**config.mk**
```make
export PLATFORM = sky130hd
export DESIGN_NAME = apr_top
export DESIGN_NICKNAME = d
export VERILOG_FILES = /design/src/hw/apr_pkg.sv /design/src/hw/apr_section.sv /design/src/hw/apr_sync.sv /design/src/hw/apr_top.sv
export VERILOG_INCLUDE_DIRS = /design/src /design/src/hw
export SDC_FILE = /design/constraint.sdc
export NUM_CORES = 1
export LEC_CHECK = 0
export ABC_AREA = 1
export BUFFER_PORTS_ARGS = -buffer_cell sky130_fd_sc_hd__buf_4
export CORE_MARGIN = 4
export CORE_UTILIZATION = 40
export DETAILED_ROUTE_END_ITERATION = 10
export PLACE_DENSITY = 0.61
export SLEW_MARGIN = 0
export SYNTH_ARGS = -nofsm -noshare
export SYNTH_HDL_FRONTEND = slang
export SYNTH_SLANG_ARGS = --single-unit
```
**constraint.sdc**
```tcl
create_clock -name pclk -period 3.3 [get_ports pclk]
set_input_delay 0.33 -clock pclk [delete_from_list [all_inputs] [get_ports pclk]]
set_output_delay 0.33 -clock pclk [all_outputs]
set_load 0.005 [all_outputs]
```
**src/hw/apr_regs.svh**
```systemverilog
// register offsets, field positions, reset values and timing counts
`ifndef APR_REGS_SVH
`define APR_REGS_SVH
`define APR_OFF_GLOBAL 12'h044
`define APR_OFF_RX_ALIAS 12'h060
`define APR_OFF_TX_ALIAS 12'h0A0
`define APR_OFF_LOOPBACK 12'h04C
`define APR_OFF_PINDIR 12'h014
`define APR_OFF_TXBITCLK 12'h0B0
`define APR_OFF_RXFSYNC 12'h068
`define APR_OFF_TXFSYNC 12'h0A8
`define APR_OFF_TXHF 12'h0B4
`define APR_OFF_TXSTAT 12'h0C0
`define APR_OFF_TXBUF 12'h0C4
`define APR_OFF_STATE 12'h0C8
// global control field positions, rx half in [4:0], tx half in [12:8]
`define APR_B_HF 0
`define APR_B_BC 1
`define APR_B_SR 2
`define APR_B_SM 3
`define APR_B_FS 4
`define APR_TX_SHIFT 8
// loopback control fields
`define APR_LB_EN 0
`define APR_LB_ORD 1
`define APR_LB_MODE_LO 2
`define APR_LB_MODE_TX 2'b01
// pin direction bits
`define APR_PD_TXBC 0
`define APR_PD_TXFS 1
`define APR_PD_RXBC 2
`define APR_PD_RXFS 3
// tx bit clock control: divider [4:0], independent select [5]
`define APR_BC_TXRX_INDEPENDENT_SELECT 5
`define APR_BC_RESET 32'h0000_0020
`define APR_TDM_MIN 9'h002
`define APR_TDM_MAX 9'h020
`define APR_HF_RESET 12'h000
`define APR_TXDR_BIT 5
`endif

```
**src/hw/apr_pkg.sv**
```systemverilog
// shared types of the audio port reset and bring-up block
package apr_pkg;
  typedef struct packed {
    logic fs;
    logic sm;
    logic sr;
    logic bc;
    logic hf;
  } apr_half_s;
  typedef struct packed {
    logic enable;
    logic order;
    logic [1:0] mode;
  } apr_loop_s;
  typedef enum logic [1:0] {
    APR_FR_IDLE = 2'b00,
    APR_FR_ARMED = 2'b01,
    APR_FR_RUN = 2'b11
  } apr_frame_e;
endpackage

```
**src/hw/apr_section.sv**
```systemverilog
// one half of the port: bit-clock edge finder, control recognition, frame start
`timescale 1ns/10ps
`default_nettype none
module apr_section
  import apr_pkg::*;
(
  input wire logic pclk,
  input wire logic presetn,
  input wire logic bit_clock,
  input wire logic frame_sync,
  input wire logic fs_rising,
  input wire apr_half_s ctrl,
  output apr_half_s seen,
  output logic bc_edge,
  output logic frame_start,
  output logic running
);
  logic [1:0] pins_s;
  logic bc_d_reg;
  logic fs_d_reg;
  apr_half_s seen_reg;
  apr_half_s seen_next;
  apr_frame_e fr_reg;
  apr_frame_e fr_next;
  logic fs_edge;

  apr_sync #(.WIDTH(2)) u_pins (
    .clk(pclk),
    .rst_n(presetn),
    .d({bit_clock, frame_sync}),
    .q(pins_s)
  );

  assign bc_edge = pins_s[1] & ~bc_d_reg;
  // edge, not level, of the frame sync starts a frame
  assign fs_edge = fs_rising ? (pins_s[0] & ~fs_d_reg) : (~pins_s[0] & fs_d_reg);

  always_comb begin
    seen_next = seen_reg;
    // control is recognised only on a bit-clock edge; a stopped clock freezes it
    if (bc_edge) begin
      seen_next = ctrl;
    end
    fr_next = fr_reg;
    case (fr_reg)
      APR_FR_IDLE: begin
        if (seen_reg.sm && seen_reg.fs) begin
          fr_next = APR_FR_ARMED;
        end
      end
      APR_FR_ARMED: begin
        if (fs_edge) begin
          fr_next = APR_FR_RUN;
        end
      end
      APR_FR_RUN: begin
        fr_next = APR_FR_RUN;
      end
      default: begin
        fr_next = APR_FR_IDLE;
      end
    endcase
    // drop with the recognised control, not a cycle after it
    if (!(seen_next.sm && seen_next.fs)) begin
      fr_next = APR_FR_IDLE;
    end
  end

  always_ff @(posedge pclk or negedge presetn) begin
    if (!presetn) begin
      bc_d_reg <= 1'b0;
      fs_d_reg <= 1'b0;
      seen_reg <= '0;
      fr_reg <= APR_FR_IDLE;
    end else begin
      bc_d_reg <= pins_s[1];
      fs_d_reg <= pins_s[0];
      seen_reg <= seen_next;
      fr_reg <= fr_next;
    end
  end

  assign seen = seen_reg;
  assign frame_start = (fr_reg == APR_FR_ARMED) && fs_edge;
  assign running = (fr_reg == APR_FR_RUN);

  run_needs_release_a: assert property (@(posedge pclk) disable iff (!presetn)
    running |-> seen_reg.sm && seen_reg.fs) else $error("frame running without release");
  seen_only_on_edge_a: assert property (@(posedge pclk) disable iff (!presetn)
    !bc_edge |=> $stable(seen_reg)) else $error("control seen without bit clock edge");
endmodule
`default_nettype wire

```
**src/hw/apr_sync.sv**
```systemverilog
// two-stage level synchroniser, one bit per lane
`timescale 1ns/10ps
`default_nettype none
module apr_sync #(
  parameter int WIDTH = 5
) (
  input wire logic clk,
  input wire logic rst_n,
  input wire logic [WIDTH-1:0] d,
  output logic [WIDTH-1:0] q
);
  logic [WIDTH-1:0] meta_reg;
  logic [WIDTH-1:0] q_reg;
  // refused while elaborating, so a bad width never reaches silicon
  if (WIDTH < 1) begin : g_bad_width
    $error("apr_sync width must be positive");
  end
  always_ff @(posedge clk or negedge rst_n) begin
    if (!rst_n) begin
      meta_reg <= '0;
      q_reg <= '0;
    end else begin
      meta_reg <= d;
      q_reg <= meta_reg;
    end
  end
  assign q = q_reg;
endmodule
`default_nettype wire

```
**src/hw/apr_top.sv**
```systemverilog
// audio port global reset, bring-up sequencing and loopback routing
`timescale 1ns/10ps
`default_nettype none
`include "apr_regs.svh"
// Function
// - loopback only while enable bit is one
// - mode 01 times both halves from transmit
// - order zero: odd feeds even, else reverse
// - loopback valid only with 2..32 TDM slots
// - half reset acts only with bit clock, save tx hf gate and tx bc/fs generators, which use written bits at once
// - sleep controller reset equals hardware reset
// - hardware reset clears all port state except the tx bit clock independent select, which it sets
// - tx bit clock pin toggles once tx bit clock direction is output and tx bc is released; tx fs pin pulses only if tx fs is also released
// - tx high-frequency divider resets to one, ungated
// - tx serializer release sets ready, dma, interrupt
// - transfers start on first frame sync edge
// - global readback waits for bit-clock recognition
// - aliases read back written value at once
module apr_top
  import apr_pkg::*;
#(
  parameter int SERIALIZERS = 4
) (
  input wire logic pclk,
  input wire logic presetn,
  input wire logic sleep_reset_n,
  input wire logic psel,
  input wire logic penable,
  input wire logic pwrite,
  input wire logic [11:0] paddr,
  input wire logic [31:0] pwdata,
  output logic [31:0] prdata,
  output logic pready,
  output logic pslverr,
  input wire logic tx_bit_clock,
  input wire logic rx_bit_clock,
  input wire logic tx_hf_clock,
  input wire logic tx_fsync_in,
  input wire logic rx_fsync_in,
  input wire logic [SERIALIZERS-1:0] ser_pin_in,
  input wire logic [SERIALIZERS-1:0] ser_tx_out,
  output logic [SERIALIZERS-1:0] ser_rx_in,
  output logic tx_bit_clock_out,
  output logic tx_bit_clock_oe_n,
  output logic tx_fsync_out,
  output logic tx_fsync_oe_n,
  output logic tx_hf_clock_gated,
  output logic tx_dma_event,
  output logic tx_interrupt,
  output logic tx_frame_start,
  output logic rx_frame_start
);
  // both resets act as one full hardware reset
  logic rst_n;
  assign rst_n = presetn & sleep_reset_n;

  // loopback pairs serializers, so an odd count cannot be routed
  if (SERIALIZERS < 2 || SERIALIZERS % 2 != 0) begin : g_bad_count
    $error("apr_top needs an even number of serializers, at least two");
  end

  apr_half_s rx_ctrl_reg, rx_ctrl_next, tx_ctrl_reg, tx_ctrl_next;
  apr_loop_s loop_reg, loop_next;
  logic [3:0] pindir_reg, pindir_next;
  logic [31:0] txbc_reg, txbc_next;
  logic [8:0] rx_slots_reg, rx_slots_next, tx_slots_reg, tx_slots_next;
  logic [11:0] txhf_reg, txhf_next;
  logic txdr_reg, txdr_next, txie_reg, txie_next;
  logic [31:0] prdata_reg, prdata_next;
  logic [4:0] txbc_cnt_reg, txbc_cnt_next;
  logic txbc_out_reg, txbc_out_next, txfs_out_reg, txfs_out_next;
  logic [8:0] slot_cnt_reg, slot_cnt_next;
  apr_half_s rx_seen, tx_seen;
  logic rx_bc_edge, tx_bc_edge, rx_running, tx_running, tx_sr_prev_reg;
  logic wr_en, rd_en, loop_on, from_tx, tx_sr_rise, loop_ok;
  logic rx_clk_sel, rx_fs_sel, hf_sync;

  function automatic logic in_tdm(input logic [8:0] slots);
    in_tdm = (slots >= `APR_TDM_MIN) && (slots <= `APR_TDM_MAX);
  endfunction

  function automatic logic [31:0] pack_global(input apr_half_s rx, input apr_half_s tx);
    pack_global = '0;
    pack_global[4:0] = rx;
    pack_global[`APR_TX_SHIFT +: 5] = tx;
  endfunction

  assign wr_en = psel & penable & pwrite;
  assign rd_en = psel & ~penable & ~pwrite;
  assign pready = 1'b1;
  assign pslverr = 1'b0;

  // loopback needs TDM slot counts on both halves
  assign loop_ok = in_tdm(rx_slots_reg) && in_tdm(tx_slots_reg);
  assign loop_on = loop_reg.enable && loop_ok;
  assign from_tx = loop_on && (loop_reg.mode == `APR_LB_MODE_TX);
  assign rx_clk_sel = from_tx ? tx_bit_clock : rx_bit_clock;
  assign rx_fs_sel = from_tx ? tx_fsync_in : rx_fsync_in;

  genvar g;
  generate
    for (g = 0; g < SERIALIZERS; g = g + 2) begin : g_pair
      always_comb begin
        ser_rx_in[g] = ser_pin_in[g];
        ser_rx_in[g+1] = ser_pin_in[g+1];
        if (loop_on && !loop_reg.order) begin
          ser_rx_in[g] = ser_tx_out[g+1];
        end else if (loop_on) begin
          ser_rx_in[g+1] = ser_tx_out[g];
        end
      end
    end
  endgenerate

  apr_section u_rx (
    .pclk(pclk),
    .presetn(rst_n),
    .bit_clock(rx_clk_sel),
    .frame_sync(rx_fs_sel),
    .fs_rising(1'b1),
    .ctrl(rx_ctrl_reg),
    .seen(rx_seen),
    .bc_edge(rx_bc_edge),
    .frame_start(rx_frame_start),
    .running(rx_running)
  );

  apr_section u_tx (
    .pclk(pclk),
    .presetn(rst_n),
    .bit_clock(tx_bit_clock),
    .frame_sync(tx_fsync_in),
    .fs_rising(1'b1),
    .ctrl(tx_ctrl_reg),
    .seen(tx_seen),
    .bc_edge(tx_bc_edge),
    .frame_start(tx_frame_start),
    .running(tx_running)
  );

  apr_sync #(.WIDTH(1)) u_hf (
    .clk(pclk),
    .rst_n(rst_n),
    .d(tx_hf_clock),
    .q(hf_sync)
  );

  assign tx_sr_rise = tx_seen.sr & ~tx_sr_prev_reg;

  always_comb begin
    rx_ctrl_next = rx_ctrl_reg;
    tx_ctrl_next = tx_ctrl_reg;
    loop_next = loop_reg;
    pindir_next = pindir_reg;
    txbc_next = txbc_reg;
    rx_slots_next = rx_slots_reg;
    tx_slots_next = tx_slots_reg;
    txhf_next = txhf_reg;
    txdr_next = txdr_reg;
    txie_next = txie_reg;
    if (wr_en) begin
      case (paddr)
        `APR_OFF_GLOBAL: begin
          rx_ctrl_next = pwdata[4:0];
          tx_ctrl_next = pwdata[`APR_TX_SHIFT +: 5];
        end
        `APR_OFF_RX_ALIAS: rx_ctrl_next = pwdata[4:0];
        `APR_OFF_TX_ALIAS: tx_ctrl_next = pwdata[`APR_TX_SHIFT +: 5];
        `APR_OFF_LOOPBACK: begin
          loop_next.enable = pwdata[`APR_LB_EN];
          loop_next.order = pwdata[`APR_LB_ORD];
          loop_next.mode = pwdata[`APR_LB_MODE_LO +: 2];
        end
        `APR_OFF_PINDIR: pindir_next = pwdata[3:0];
        `APR_OFF_TXBITCLK: txbc_next = {26'h000_0000, pwdata[5:0]};
        `APR_OFF_RXFSYNC: rx_slots_next = pwdata[15:7];
        `APR_OFF_TXFSYNC: tx_slots_next = pwdata[15:7];
        `APR_OFF_TXHF: txhf_next = pwdata[11:0];
        `APR_OFF_TXSTAT: txie_next = pwdata[16];
        default: begin
        end
      endcase
    end
    // write-one-clear status and buffer writes lose to a fresh release
    if (wr_en && paddr == `APR_OFF_TXSTAT && pwdata[`APR_TXDR_BIT]) begin
      txdr_next = 1'b0;
    end
    if (wr_en && paddr == `APR_OFF_TXBUF) begin
      txdr_next = 1'b0;
    end
    if (tx_sr_rise) begin
      txdr_next = 1'b1;
    end
    if (!tx_seen.sr) begin
      txdr_next = 1'b0;
    end
  end

  always_comb begin
    prdata_next = prdata_reg;
    if (rd_en) begin
      case (paddr)
        // global shows only what the bit-clock side recognised
        `APR_OFF_GLOBAL: prdata_next = pack_global(rx_seen, tx_seen);
        `APR_OFF_RX_ALIAS: prdata_next = pack_global(rx_ctrl_reg, '0);
        `APR_OFF_TX_ALIAS: prdata_next = pack_global('0, tx_ctrl_reg);
        `APR_OFF_LOOPBACK: prdata_next = {28'h000_0000, loop_reg.mode, loop_reg.order,
                                          loop_reg.enable};
        `APR_OFF_PINDIR: prdata_next = {28'h000_0000, pindir_reg};
        `APR_OFF_TXBITCLK: prdata_next = txbc_reg;
        `APR_OFF_RXFSYNC: prdata_next = {16'h0000, rx_slots_reg, 7'h00};
        `APR_OFF_TXFSYNC: prdata_next = {16'h0000, tx_slots_reg, 7'h00};
        `APR_OFF_TXHF: prdata_next = {20'h0_0000, txhf_reg};
        `APR_OFF_TXSTAT: prdata_next = {15'h0000, txie_reg, 10'h000, txdr_reg, 5'h00};
        `APR_OFF_STATE: prdata_next = {30'h0000_0000, tx_running, rx_running};
        default: prdata_next = 32'h0000_0000;
      endcase
    end
  end

  // internal bit clock and frame sync generators; they run while the tx bit clock pin is output and tx_ctrl_reg.bc is set
  always_comb begin
    txbc_cnt_next = txbc_cnt_reg;
    txbc_out_next = txbc_out_reg;
    txfs_out_next = txfs_out_reg;
    slot_cnt_next = slot_cnt_reg;
    if (tx_ctrl_reg.bc && pindir_reg[`APR_PD_TXBC]) begin
      if (txbc_cnt_reg >= txbc_reg[4:0]) begin
        txbc_cnt_next = 5'h00;
        txbc_out_next = ~txbc_out_reg;
        if (txbc_out_reg) begin
          if (slot_cnt_reg >= tx_slots_reg) begin
            slot_cnt_next = 9'h000;
          end else begin
            slot_cnt_next = slot_cnt_reg + 9'h001;
          end
          txfs_out_next = (slot_cnt_reg == 9'h000) && tx_ctrl_reg.fs;
        end
      end else begin
        txbc_cnt_next = txbc_cnt_reg + 5'h01;
      end
    end
  end

  always_ff @(posedge pclk or negedge rst_n) begin
    if (!rst_n) begin
      rx_ctrl_reg <= '0;
      tx_ctrl_reg <= '0;
      loop_reg <= '0;
      pindir_reg <= 4'h0;
      txbc_reg <= `APR_BC_RESET;
      rx_slots_reg <= 9'h000;
      tx_slots_reg <= 9'h000;
      txhf_reg <= `APR_HF_RESET;
      txdr_reg <= 1'b0;
      txie_reg <= 1'b0;
      prdata_reg <= 32'h0000_0000;
      txbc_cnt_reg <= 5'h00;
      txbc_out_reg <= 1'b0;
      txfs_out_reg <= 1'b0;
      slot_cnt_reg <= 9'h000;
      tx_sr_prev_reg <= 1'b0;
    end else begin
      rx_ctrl_reg <= rx_ctrl_next;
      tx_ctrl_reg <= tx_ctrl_next;
      loop_reg <= loop_next;
      pindir_reg <= pindir_next;
      txbc_reg <= txbc_next;
      rx_slots_reg <= rx_slots_next;
      tx_slots_reg <= tx_slots_next;
      txhf_reg <= txhf_next;
      txdr_reg <= txdr_next;
      txie_reg <= txie_next;
      prdata_reg <= prdata_next;
      txbc_cnt_reg <= txbc_cnt_next;
      txbc_out_reg <= txbc_out_next;
      txfs_out_reg <= txfs_out_next;
      slot_cnt_reg <= slot_cnt_next;
      tx_sr_prev_reg <= tx_seen.sr;
    end
  end

  assign prdata = prdata_reg;
  assign tx_bit_clock_out = txbc_out_reg;
  assign tx_bit_clock_oe_n = ~pindir_reg[`APR_PD_TXBC];
  assign tx_fsync_out = txfs_out_reg;
  assign tx_fsync_oe_n = ~pindir_reg[`APR_PD_TXFS];
  // divide-by-one passes the high-frequency clock regardless of its release bit
  assign tx_hf_clock_gated = (txhf_reg == `APR_HF_RESET) ? hf_sync
                             : (hf_sync & tx_ctrl_reg.hf);
  assign tx_dma_event = txdr_reg;
  assign tx_interrupt = txdr_reg & txie_reg;

  global_lags_alias_a: assert property (@(posedge pclk) disable iff (!rst_n)
    !tx_bc_edge && !rx_bc_edge |=> $stable(rx_seen) && $stable(tx_seen))
    else $error("global readback moved without a bit clock edge");
  alias_immediate_a: assert property (@(posedge pclk) disable iff (!rst_n)
    wr_en && paddr == `APR_OFF_RX_ALIAS |=> rx_ctrl_reg == $past(pwdata[4:0]))
    else $error("alias did not take written value");
  txready_on_release_a: assert property (@(posedge pclk) disable iff (!rst_n)
    tx_sr_rise |=> txdr_reg && tx_dma_event) else $error("tx ready not raised");
  loopback_gate_a: assert property (@(posedge pclk) disable iff (!rst_n)
    !loop_reg.enable |-> ser_rx_in == ser_pin_in) else $error("loopback while disabled");
  loopback_tdm_a: assert property (@(posedge pclk) disable iff (!rst_n)
    !loop_ok |-> !loop_on) else $error("loopback outside tdm slots");
  loop_clock_a: assert property (@(posedge pclk) disable iff (!rst_n)
    from_tx |-> rx_clk_sel == tx_bit_clock && rx_fs_sel == tx_fsync_in)
    else $error("loopback not timed from tx");
  loop_order_a: assert property (@(posedge pclk) disable iff (!rst_n)
    loop_on && !loop_reg.order |-> ser_rx_in[0] == ser_tx_out[1])
    else $error("odd to even loop wrong");
  hf_ungated_a: assert property (@(posedge pclk) disable iff (!rst_n)
    txhf_reg == `APR_HF_RESET |-> tx_hf_clock_gated == hf_sync)
    else $error("divide by one clock gated");
  pin_idle_a: assert property (@(posedge pclk) disable iff (!rst_n)
    !pindir_reg[`APR_PD_TXBC] |=> $stable(txbc_out_reg))
    else $error("bit clock toggled while input");
  tx_frame_c: cover property (@(posedge pclk) disable iff (!rst_n) tx_frame_start);
  rx_loop_frame_c: cover property (@(posedge pclk) disable iff (!rst_n)
    from_tx && rx_frame_start);
  tx_release_c: cover property (@(posedge pclk) disable iff (!rst_n) tx_sr_rise);
endmodule
`default_nettype wire

```
==> summary by stage, run 1 <==
Setup path
At the worst endpoint, the required time is 2.97 ns. The capturing element type of the critical path is a primary output. In this run the critical register-to-register path is launched from txbc_reg[4]. The end of the worst register-to-register path is slot_cnt_reg[7]. In this run the worst setup path begins at tx_slots_reg[3]. The setup slack on the worst flop-to-flop path is 1.36 ns. The largest driver fanout on the critical path is 4. The critical path ends at ser_rx_in[0]. The critical path in this run is classified as flop to primary output. The arrival time of data at the critical path endpoint is 2.01 ns. The number of cells traversed by the worst register-to-register path is 12. The startpoint kind of the worst setup timing path is a flop.

Pwr
Summed over all cells, the static leakage comes to 3.90 nW. The cell area power density is between 400 and 500 nW/µm². IR analysis of the VDD net gives a maximum drop of 368 µV.

Global routing
Global routing consumed, over all layers together, 18.2% of the routing resources. The wire length of the first global-routing pass is 25500 µm. The aggregate global routing overflow is 0.

The number of antenna violations at the first check in global routing was 0. Entering global routing, the biggest net connects slightly below 80 pins. The number of global-route vias before repair is 4962.

Clock tree
The number of hold buffers added after CTS was 2. Buffers added to address setup during post-CTS repair amount to 0. The root buffer cell chosen for the clock tree is clkbuf_16. The clock passes through at most 2 buffers. The post-cts repair resize count is 0. The clock sink total is 118. The clock reaches the later pin of the worst-skew pair after 0.43 ns. TritonCTS built the clock tree.

The CTS buffer count is 17. After clock tree synthesis, the clock-pin slew on the worst setup and hold paths is 0.05 ns. The H-tree generated during clock tree synthesis spans 4 levels.

Yosys
The unique cell type count in the Yosys netlist is 37. Summing the areas of all fa, ha and maj instances in the mapped netlist gives 3.45% of the synthesized area. In the synthesized netlist, mux cells make up 1.64% of the area. Sequential cells were found to cover a little under half of the synthesized design area.

By area, the combinational part of the netlist is dominated by simple AND/OR/NAND/NOR gates. The post-synthesis average cell area is 7.98 µm². The cell count after synthesis is 773. The summed instance area of the synthesized netlist is 6170 µm². The simple-gate portion of the synthesized area is 28.8%. The post-synthesis compound-gate area fraction is 8.05%. Summing the areas of all xor and xnor instances in the mapped netlist gives less than 1% of the synthesized area.

During synthesis, Yosys emitted a total of 0 warnings. The number of synthesized register bits is between 100 and 150.

Placement
Once detailed placement completed, the half-perimeter wirelength came to ~11000 µm. During placement, the flow inserted port buffers numbering 77. Routability-driven placement finished with a final weighted congestion of 0.871. The post-placement cell count is 1028.

Timing
Subtracting the final worst setup slack from the clock period gives 2.34 ns. The final critical path takes up 70.8% of the cycle. The number of failing hold endpoints at the final stage is 0. Setup repair after global routing left no endpoint under its margin. Static timing analysis puts the maximum clock frequency at 0.428 GHz.

Setup violations remaining at the end of the flow were counted as 0. The clock skew after layout is 0.0102 ns. Summed over all failing endpoints, the final setup total negative slack is 0 ns. At the pin with the least slew margin, the transition time is 0.836 ns. The number of max-slew violations in the final report came to 0. In this run the tightest slew margin relative to its limit is roughly 44%.

Worst hold path
The min-delay analysis places its worst path in the category input port to flop.

Drt
The post-route DRC violation count is 0. After detailed routing, the total wire length is 15500 µm. Dividing the detail-routed via count by the number of cells gives between 4 and 5.

The average detailed-routed wire length per instance is 14.6 µm. The first detailed-routing pass ran for 6 iterations. In this run the remaining antenna-violating nets after routing total 0. The final route contains 5240 vias.

The first routing iteration left 378 violations.

Floorplanning
The x dimension of the die is between 100 and 150 µm. In this run the vertical extent of the chip is 132 µm. The core region is 15100 µm². The die covers ~17000 µm². For this configuration, the core starts out at a cell density of 40.7%. The number of rows in the core area is 45.

In this run the count of I/O pins placed on the die edge is 110.

Cells and area
The antenna diode instance count is 0. The area growth from synthesis to layout is 22.3%. The number of nets in the finished design is 942.

The core utilization of the finished layout is 49.8%. The register with the most flip-flops in the layout has 17 of them. The post-route netlist has 18.3% of its cells at a drive strength greater than 1. After the flow finishes, the layout carries non-filler instances totaling 1063.

Status
The run finished with clean final reports.

Run
The reported max-cap violation count is 0.
==> worst min-delay path by stage <==
stage                              endpoint  slack (ns)  cells after the start               startpoint
floorplan                            u_hf.q        0.33                      0            u_hf.meta_reg
global placement    u_rx.u_pins.meta_reg[0]        0.33                      3            sleep_reset_n
detailed placement         u_rx.u_pins.q[0]        0.33                      0  u_rx.u_pins.meta_reg[0]
CTS                           u_hf.meta_reg       0.003                      1              tx_hf_clock
global route        u_tx.u_pins.meta_reg[1]       0.008                      1             tx_bit_clock
finish              u_tx.u_pins.meta_reg[1]        0.02                      1             tx_bit_clock
==> cells in the final DEF (no fill, tap or decap), types with 4 or more instances in the layout <==
cell type / count
nor4_1: 5
nor2_1: 60
o21ai_1: 38
a21oi_1: 7
nand2_1: 220
inv_1: 98
nand3_1: 58
dfrtp_1: 117
nand4_1: 24
bufinv_16: 4
inv_2: 6
ha_1: 17
buf_4: 81
conb_1: 17
o21ai_0: 26
nand2_2: 10
clkbuf_1: 4
mux2_2: 9
o21ai_2: 11
nor3_1: 8
clkbuf_16: 17
==> stage by stage <==
stage	cell area (µm²)	setup slack (ns)	hold slack [ns]	power, mW
floorplan	6230	1.42	0.331	1.58
global placement	6890	1.13	0.331	1.64
detailed placement	6890	1.14	0.335	1.65
CTS	7530	0.952	0.00340	3.59
global route	7540	0.717	0.00754	3.68
finish	7540	0.964	0.0239	3.57
==> layer usage <==
layer	part of all wire (%)	global-route usage, %
met4	1.5	5.25
met2	44	27.3
met3	5.4	5.08
met1	49	26.0
met5	0	0
==> cell families after synthesis <==
family,after synthesis
compound gates,88
xor+xnor,2
fa+ha+maj,17
buf+inv,136
flops,118
mux,9
other cells,2
simple gates,401
==> cells in the mapped netlist, drive strengths merged <==
cell type	n	area [µm²]
nor4	5	31.3
nor2	64	264
mux2	9	101
nor3b	1	7.51
nand4	24	150
xor2	2	17.5
and3	1	6.26
inv	106	400
nand2	232	911
buf	24	175
clkbuf	6	22.5
a211oi	2	15.0
nor3	11	76.3
conb	2	7.51
ha	17	213
nand3b	3	22.5
nand3	60	310
a21boi	2	15.0
o21a	1	7.51
a21oi	7	35.0
o21ai	75	417
o31ai	1	7.51
dfstp	1	26.3
dfrtp	117	2930
==> area by class of cell <==
type	instances	area (µm²)
Tap cell	188	235
Clock buffer	23	468
Clock inverter	9	150
Inverter	106	404
Timing Repair Buffer	85	658
Multi-Input combinational cell	534	2670
Fill cell	1483	7600
Sequential cell	118	2950
==> worst max-delay path, cell delays in order, from the launching register on <==
cell      delay, ns
dfrtp_1        0.42
nor2_1         0.12
nand3_1        0.10
o21ai_0        0.22
nand2_1        0.14
inv_1          0.11
nand3b_1       0.15
o21ai_0        0.20
buf_4          0.13
==> power by group <==
part | total, mW | switching (mW) | internal (mW)
sequential | 1.46 | 0.00388 | 1.46
combinational | 0.159 | 0.100 | 0.0593
clock | 1.94 | 0.647 | 1.30
total | 3.57 | 0.751 | 2.82
(Power assumes the default switching activity.)
==> run 2, diff against run 1 <==
--- a/config.mk
+++ b/config.mk
@@ -6,12 +6,12 @@
 export SDC_FILE = /design/constraint.sdc
 export NUM_CORES = 1
 export LEC_CHECK = 0
-export ABC_AREA = 1
+export ABC_AREA = 0
 export BUFFER_PORTS_ARGS = -buffer_cell sky130_fd_sc_hd__buf_4
 export CORE_MARGIN = 4
 export CORE_UTILIZATION = 40
 export DETAILED_ROUTE_END_ITERATION = 10
-export PLACE_DENSITY = 0.61
+export PLACE_DENSITY = 0.59
 export SLEW_MARGIN = 0
 export SYNTH_ARGS = -nofsm -noshare
 export SYNTH_HDL_FRONTEND = slang
==> constraint.sdc (replaced) <==
create_clock -name pclk -period 2.3 [get_ports pclk]
set_input_delay 0.23 -clock pclk [delete_from_list [all_inputs] [get_ports pclk]]
set_output_delay 0.23 -clock pclk [all_outputs]
set_load 0.005 [all_outputs]
==> run 2 against run 1 <==
Effect of this change:
- the flow now finishes with violations (negative setup slack)
- clock-buffer cell count decreased by 6
- via count decreased by 11%
- wire length increased by 2.4%
- first-iteration DRC count decreased by 27%
- clock power increased by 39%
- synthesized area decreased by 2.3%
- combinational power increased by 96%
- synthesized cell count decreased by 31%
- largest power group unchanged
==> summary by stage, run 2 <==
Status
The run finished, with violations left. The checks that failed: negative setup slack.

Drt
The first-pass iteration count of the detailed router was 5 (-1). The detail-routed via count per cell was 5.49 (+11%). The number of DRC markers after the initial detailed-route iteration came to 275 (-27%).

The wire length after detailed routing is 15900 µm (+2.4%). The total via count after detailed routing is 4660 (-11%). The post-route DRC violation count came to 0 (unchanged). The residual antenna-violating net count after detailed routing is 0 (unchanged). The average detailed-routed wire length per instance came to 18.7 µm (+28%).

Clock tree
The latest clock arrival within the worst-skew pair is 0.42 ns (about the same). CTS placed an instance of clkbuf_16 at the clock tree root. The CTS buffer count is 17 (unchanged).

The H-tree depth is 4 (unchanged). TritonCTS built the clock tree. The clock slew at the register clock pins of the worst setup and hold paths was 0.06 ns (about the same). The clock sink total was 118 (unchanged). The maximum clock path buffer count came to 2 (unchanged).

Placement
The detailed-placement wirelength estimate is 11800 µm (+3.4%). The routability congestion estimate from global placement is 0.863 (-0.96%). The worst setup timing slack at the placement stage came to 0.0243 ns (-1.12 ns). The count of input and output buffers was 77 (unchanged).

Setup path
The number of cells traversed by the worst register-to-register path is 7 (-5). The largest driver fanout on the critical path was 2 (-2). The worst register-to-register path begins at slot_cnt_reg[0]. The worst setup path is of the flop to primary output kind.

STA classifies the critical path startpoint as a flop. The worst setup path is captured at a primary output. Tracing the worst setup path back leads to its startpoint at tx_slots_reg[8]. The required time of the worst setup path is 2.07 ns (-0.90 ns). On the critical path, the stage with the largest delay is an instance of or4_4. Traced cell by cell, the critical path runs through or4_4 > nor4b_4 > o221a_2 > and2b_2 > mux2_4 > buf_6.

The critical path depth was 6 (-2). The end of the worst register-to-register path is slot_cnt_reg[6]. The delay of the slowest critical-path stage came to 0.55 ns (+0.13 ns). The cell type group with the largest total delay on the critical path is simple AND/OR/NAND/NOR gates. The total buffers and inverters traversed by the critical path is 1 (-1).

The arrival time of data at the critical path endpoint is 2.40 ns (+0.39 ns). The setup slack on the worst flop-to-flop path is 0.13 ns (-1.23 ns).

Timing
The slew at the pin closest to its max-slew limit came to 0.680 ns (-0.156 ns). The setup TNS is -1.29 ns (-1.29 ns). The minimum period implied by the final worst setup slack is 2.63 ns.

Setup repair after global routing could not meet its margin everywhere. The clock skew after layout is 0.00664 ns (-0.00358 ns). The count of endpoints failing setup in the final report was 4 (+4).

The number of max-slew violations in the final report was 0 (unchanged). The post-route clock period utilization is 114%. Timing would allow up to roughly 0.38 GHz.

The number of failing hold endpoints at the final stage is 0 (unchanged). The setup slack of the critical path after layout is -0.327 ns (-1.29 ns). The worst hold margin is 0.0479 ns (+0.0240 ns).

The tightest slew margin relative to the limit came to 54.5% (+11 points).

Cells and area
The number of flip-flops under the largest register name is 17 (unchanged). The layout-stage area growth over the synthesis result is 27.2%. The antenna diode instance count came to 0 (unchanged). The fraction of layout cells with a size suffix above 1 is 35.3% (+17 points). The number of nets in the finished design is 732 (-22%).

In the layout the commonest cells are dfrtp_1 (117), buf_4 (107), mux2_2 (69). The core utilization of the finished layout is 52.4% (+2.6 points). The most frequent standard cell in the layout excluding fill and tap cells is dfrtp_1.

Yosys
The post-synthesis sequential area ratio is 49.0% (+1.1 points). The area share of the leading cell type in the synthesized netlist came to 48.6% (+1.1 points). The number of flops mapped to enable cells by yosys was 0 (unchanged). The leading area contributor after synthesis is dfrtp_1.

The number of synthesized register bits is 118 (unchanged). The summed instance area of the synthesized netlist was 6030 µm² (-2.3%). By area the synthesized netlist is led by dfrtp_1 (49%), mux2_2 (13%), ha_1 (3.5%).

The library cell with the highest instance count after synthesis is dfrtp_1. The synthesis warning total is 0 (unchanged). The post-synthesis average cell area is 11.3 µm² (+41%). In the synthesized netlist the dominant register cell turns out to be dfrtp_1.

The unique cell type count in the Yosys netlist is 69 (+86%). The commonest cells after synthesis are dfrtp_1 (117), mux2_2 (71), o21ai_0 (33), nand2_1 (32), nor2_1 (27). The fraction of registers with async set or reset after synthesis was 100% (unchanged). The cell count after synthesis is 534 (-31%).

Floorplanning
The number of top-level design ports was 110 (unchanged). The full die area was 17100 µm² (-2.1%). The initial standard-cell utilization of the core was 41.2% (+0.45 points). The number of rows in the core area is 44 (-2.2%).

The x dimension of the die is 131 µm (-1.1%). The chip height is 131 µm (-1.1%). The area of the placeable core is 14600 µm² (-3.3%).

Global routing
The global routing usage summed across all routing layers is 19.4% (+1.1 points). The wire length of the first global-routing pass is 25000 µm (-1.8%). The maximum number of pins on one net before global-route repair is 68 (-14%). The number of antenna violations at the first check in global routing is 0 (unchanged). The aggregate global routing overflow is 0 (unchanged). The number of global-route vias before repair came to 4773 (-3.8%).

Pwr
The cell area power density is 668 nW/µm² (+41%). The worst supply voltage drop on vdd is 544 µV (+48%). The total leakage power is 3.65 nW (-6.3%).

Run
The reported max-cap violation count is 0 (unchanged).

Worst hold path
In this run the worst hold path is classified as input port to flop. The startpoint identified for the worst hold timing path is pwdata[16]. The worst hold path stage count is 2 (+1). For hold timing, the worst endpoint is txie_reg.
run 2: changes by cell type in the layout (fill, tap and decap cells not counted), moves of 33 or more:
cell     delta
inv_1      -76
mux2_2     +60
nand2_1   -188
nand3_1    -39
nor2_1     -33
o21ai_1    -38
run 2: final cells by class:
| cell class | count | area (µm²) |
|---|---|---|
| well taps | 184 | 230 |
| flip-flops and latches | 118 | 2950 |
| repair buffers | 116 | 906 |
| fillers | 1323 | 6980 |
| clock buffers | 17 | 425 |
| clock inverters | 15 | 181 |
| multi-input cells | 377 | 2890 |
| inverters | 22 | 82.6 |
run 2: worst max path at each step:
stage,end
global route,ser_rx_in[1]
detailed placement,ser_rx_in[2]
global placement,ser_rx_in[0]
floorplan,slot_cnt_reg[5]
finish,ser_rx_in[2]
CTS,ser_rx_in[2]
run 2: per-stage QoR:
| step | instance area, µm² | total power [mW] | std cells |
|---|---|---|---|
| floorplan | 6090 | 2.31 | 549 |
| global placement | 6940 | 2.46 | 808 |
| detailed placement | 6940 | 2.47 | 808 |
| CTS | 7630 | 5.18 | 848 |
| global route | 7670 | 5.32 | 849 |
| finish | 7670 | 5.13 | 849 |
run 2: metal layers:
layer  up-vias  routed length, µm  GRT usage, %
met5         -                  0             0
li1       2174                  -             -
met2       145               7660          31.0
met3        22                897          5.77
met4         0                291          7.14
met1      2319               7020          24.9
run 2: worst register-to-register path: stages (launching register included):
cell	delay, ns
dfrtp_1	0.39
inv_1	0.09
ha_1	0.26
nand2b_1	0.14
a211o_1	0.33
a2111oi_4	0.39
o211ai_4	0.19
o311ai_2	0.29
run 2: cells by family (layout without fill, tap and decap cells):
group	after synthesis	in the layout	synth area share, %
adders and majority gates	17	17	3.53
xor gates and xnor gates	1	1	0.145
other	2	17	0.125
and+or+nand+nor	153	153	15.0
AOI/OAI and AO/OA	113	113	13.5
buffers and inverters	54	170	4.63
muxes	76	76	14.1
DFF	118	118	49.0
run 2: repair_timing:
action | in CTS | in global routing
gates resized for setup | 2 | 7
pin swaps | 0 | 2
setup buffers | 2 | 1
endpoints found under the hold margin | 18 | 0
hold buffers | 6 | 0
endpoints found under the setup margin | 4 | 7
run 2: power breakdown:
group / leakage [nW] / total (mW) / switching (mW) / internal (mW)
clock network: 0.270 / 2.69 / 0.986 / 1.70
registers: 1.59 / 2.13 / 0.0171 / 2.11
logic: 1.79 / 0.311 / 0.171 / 0.140
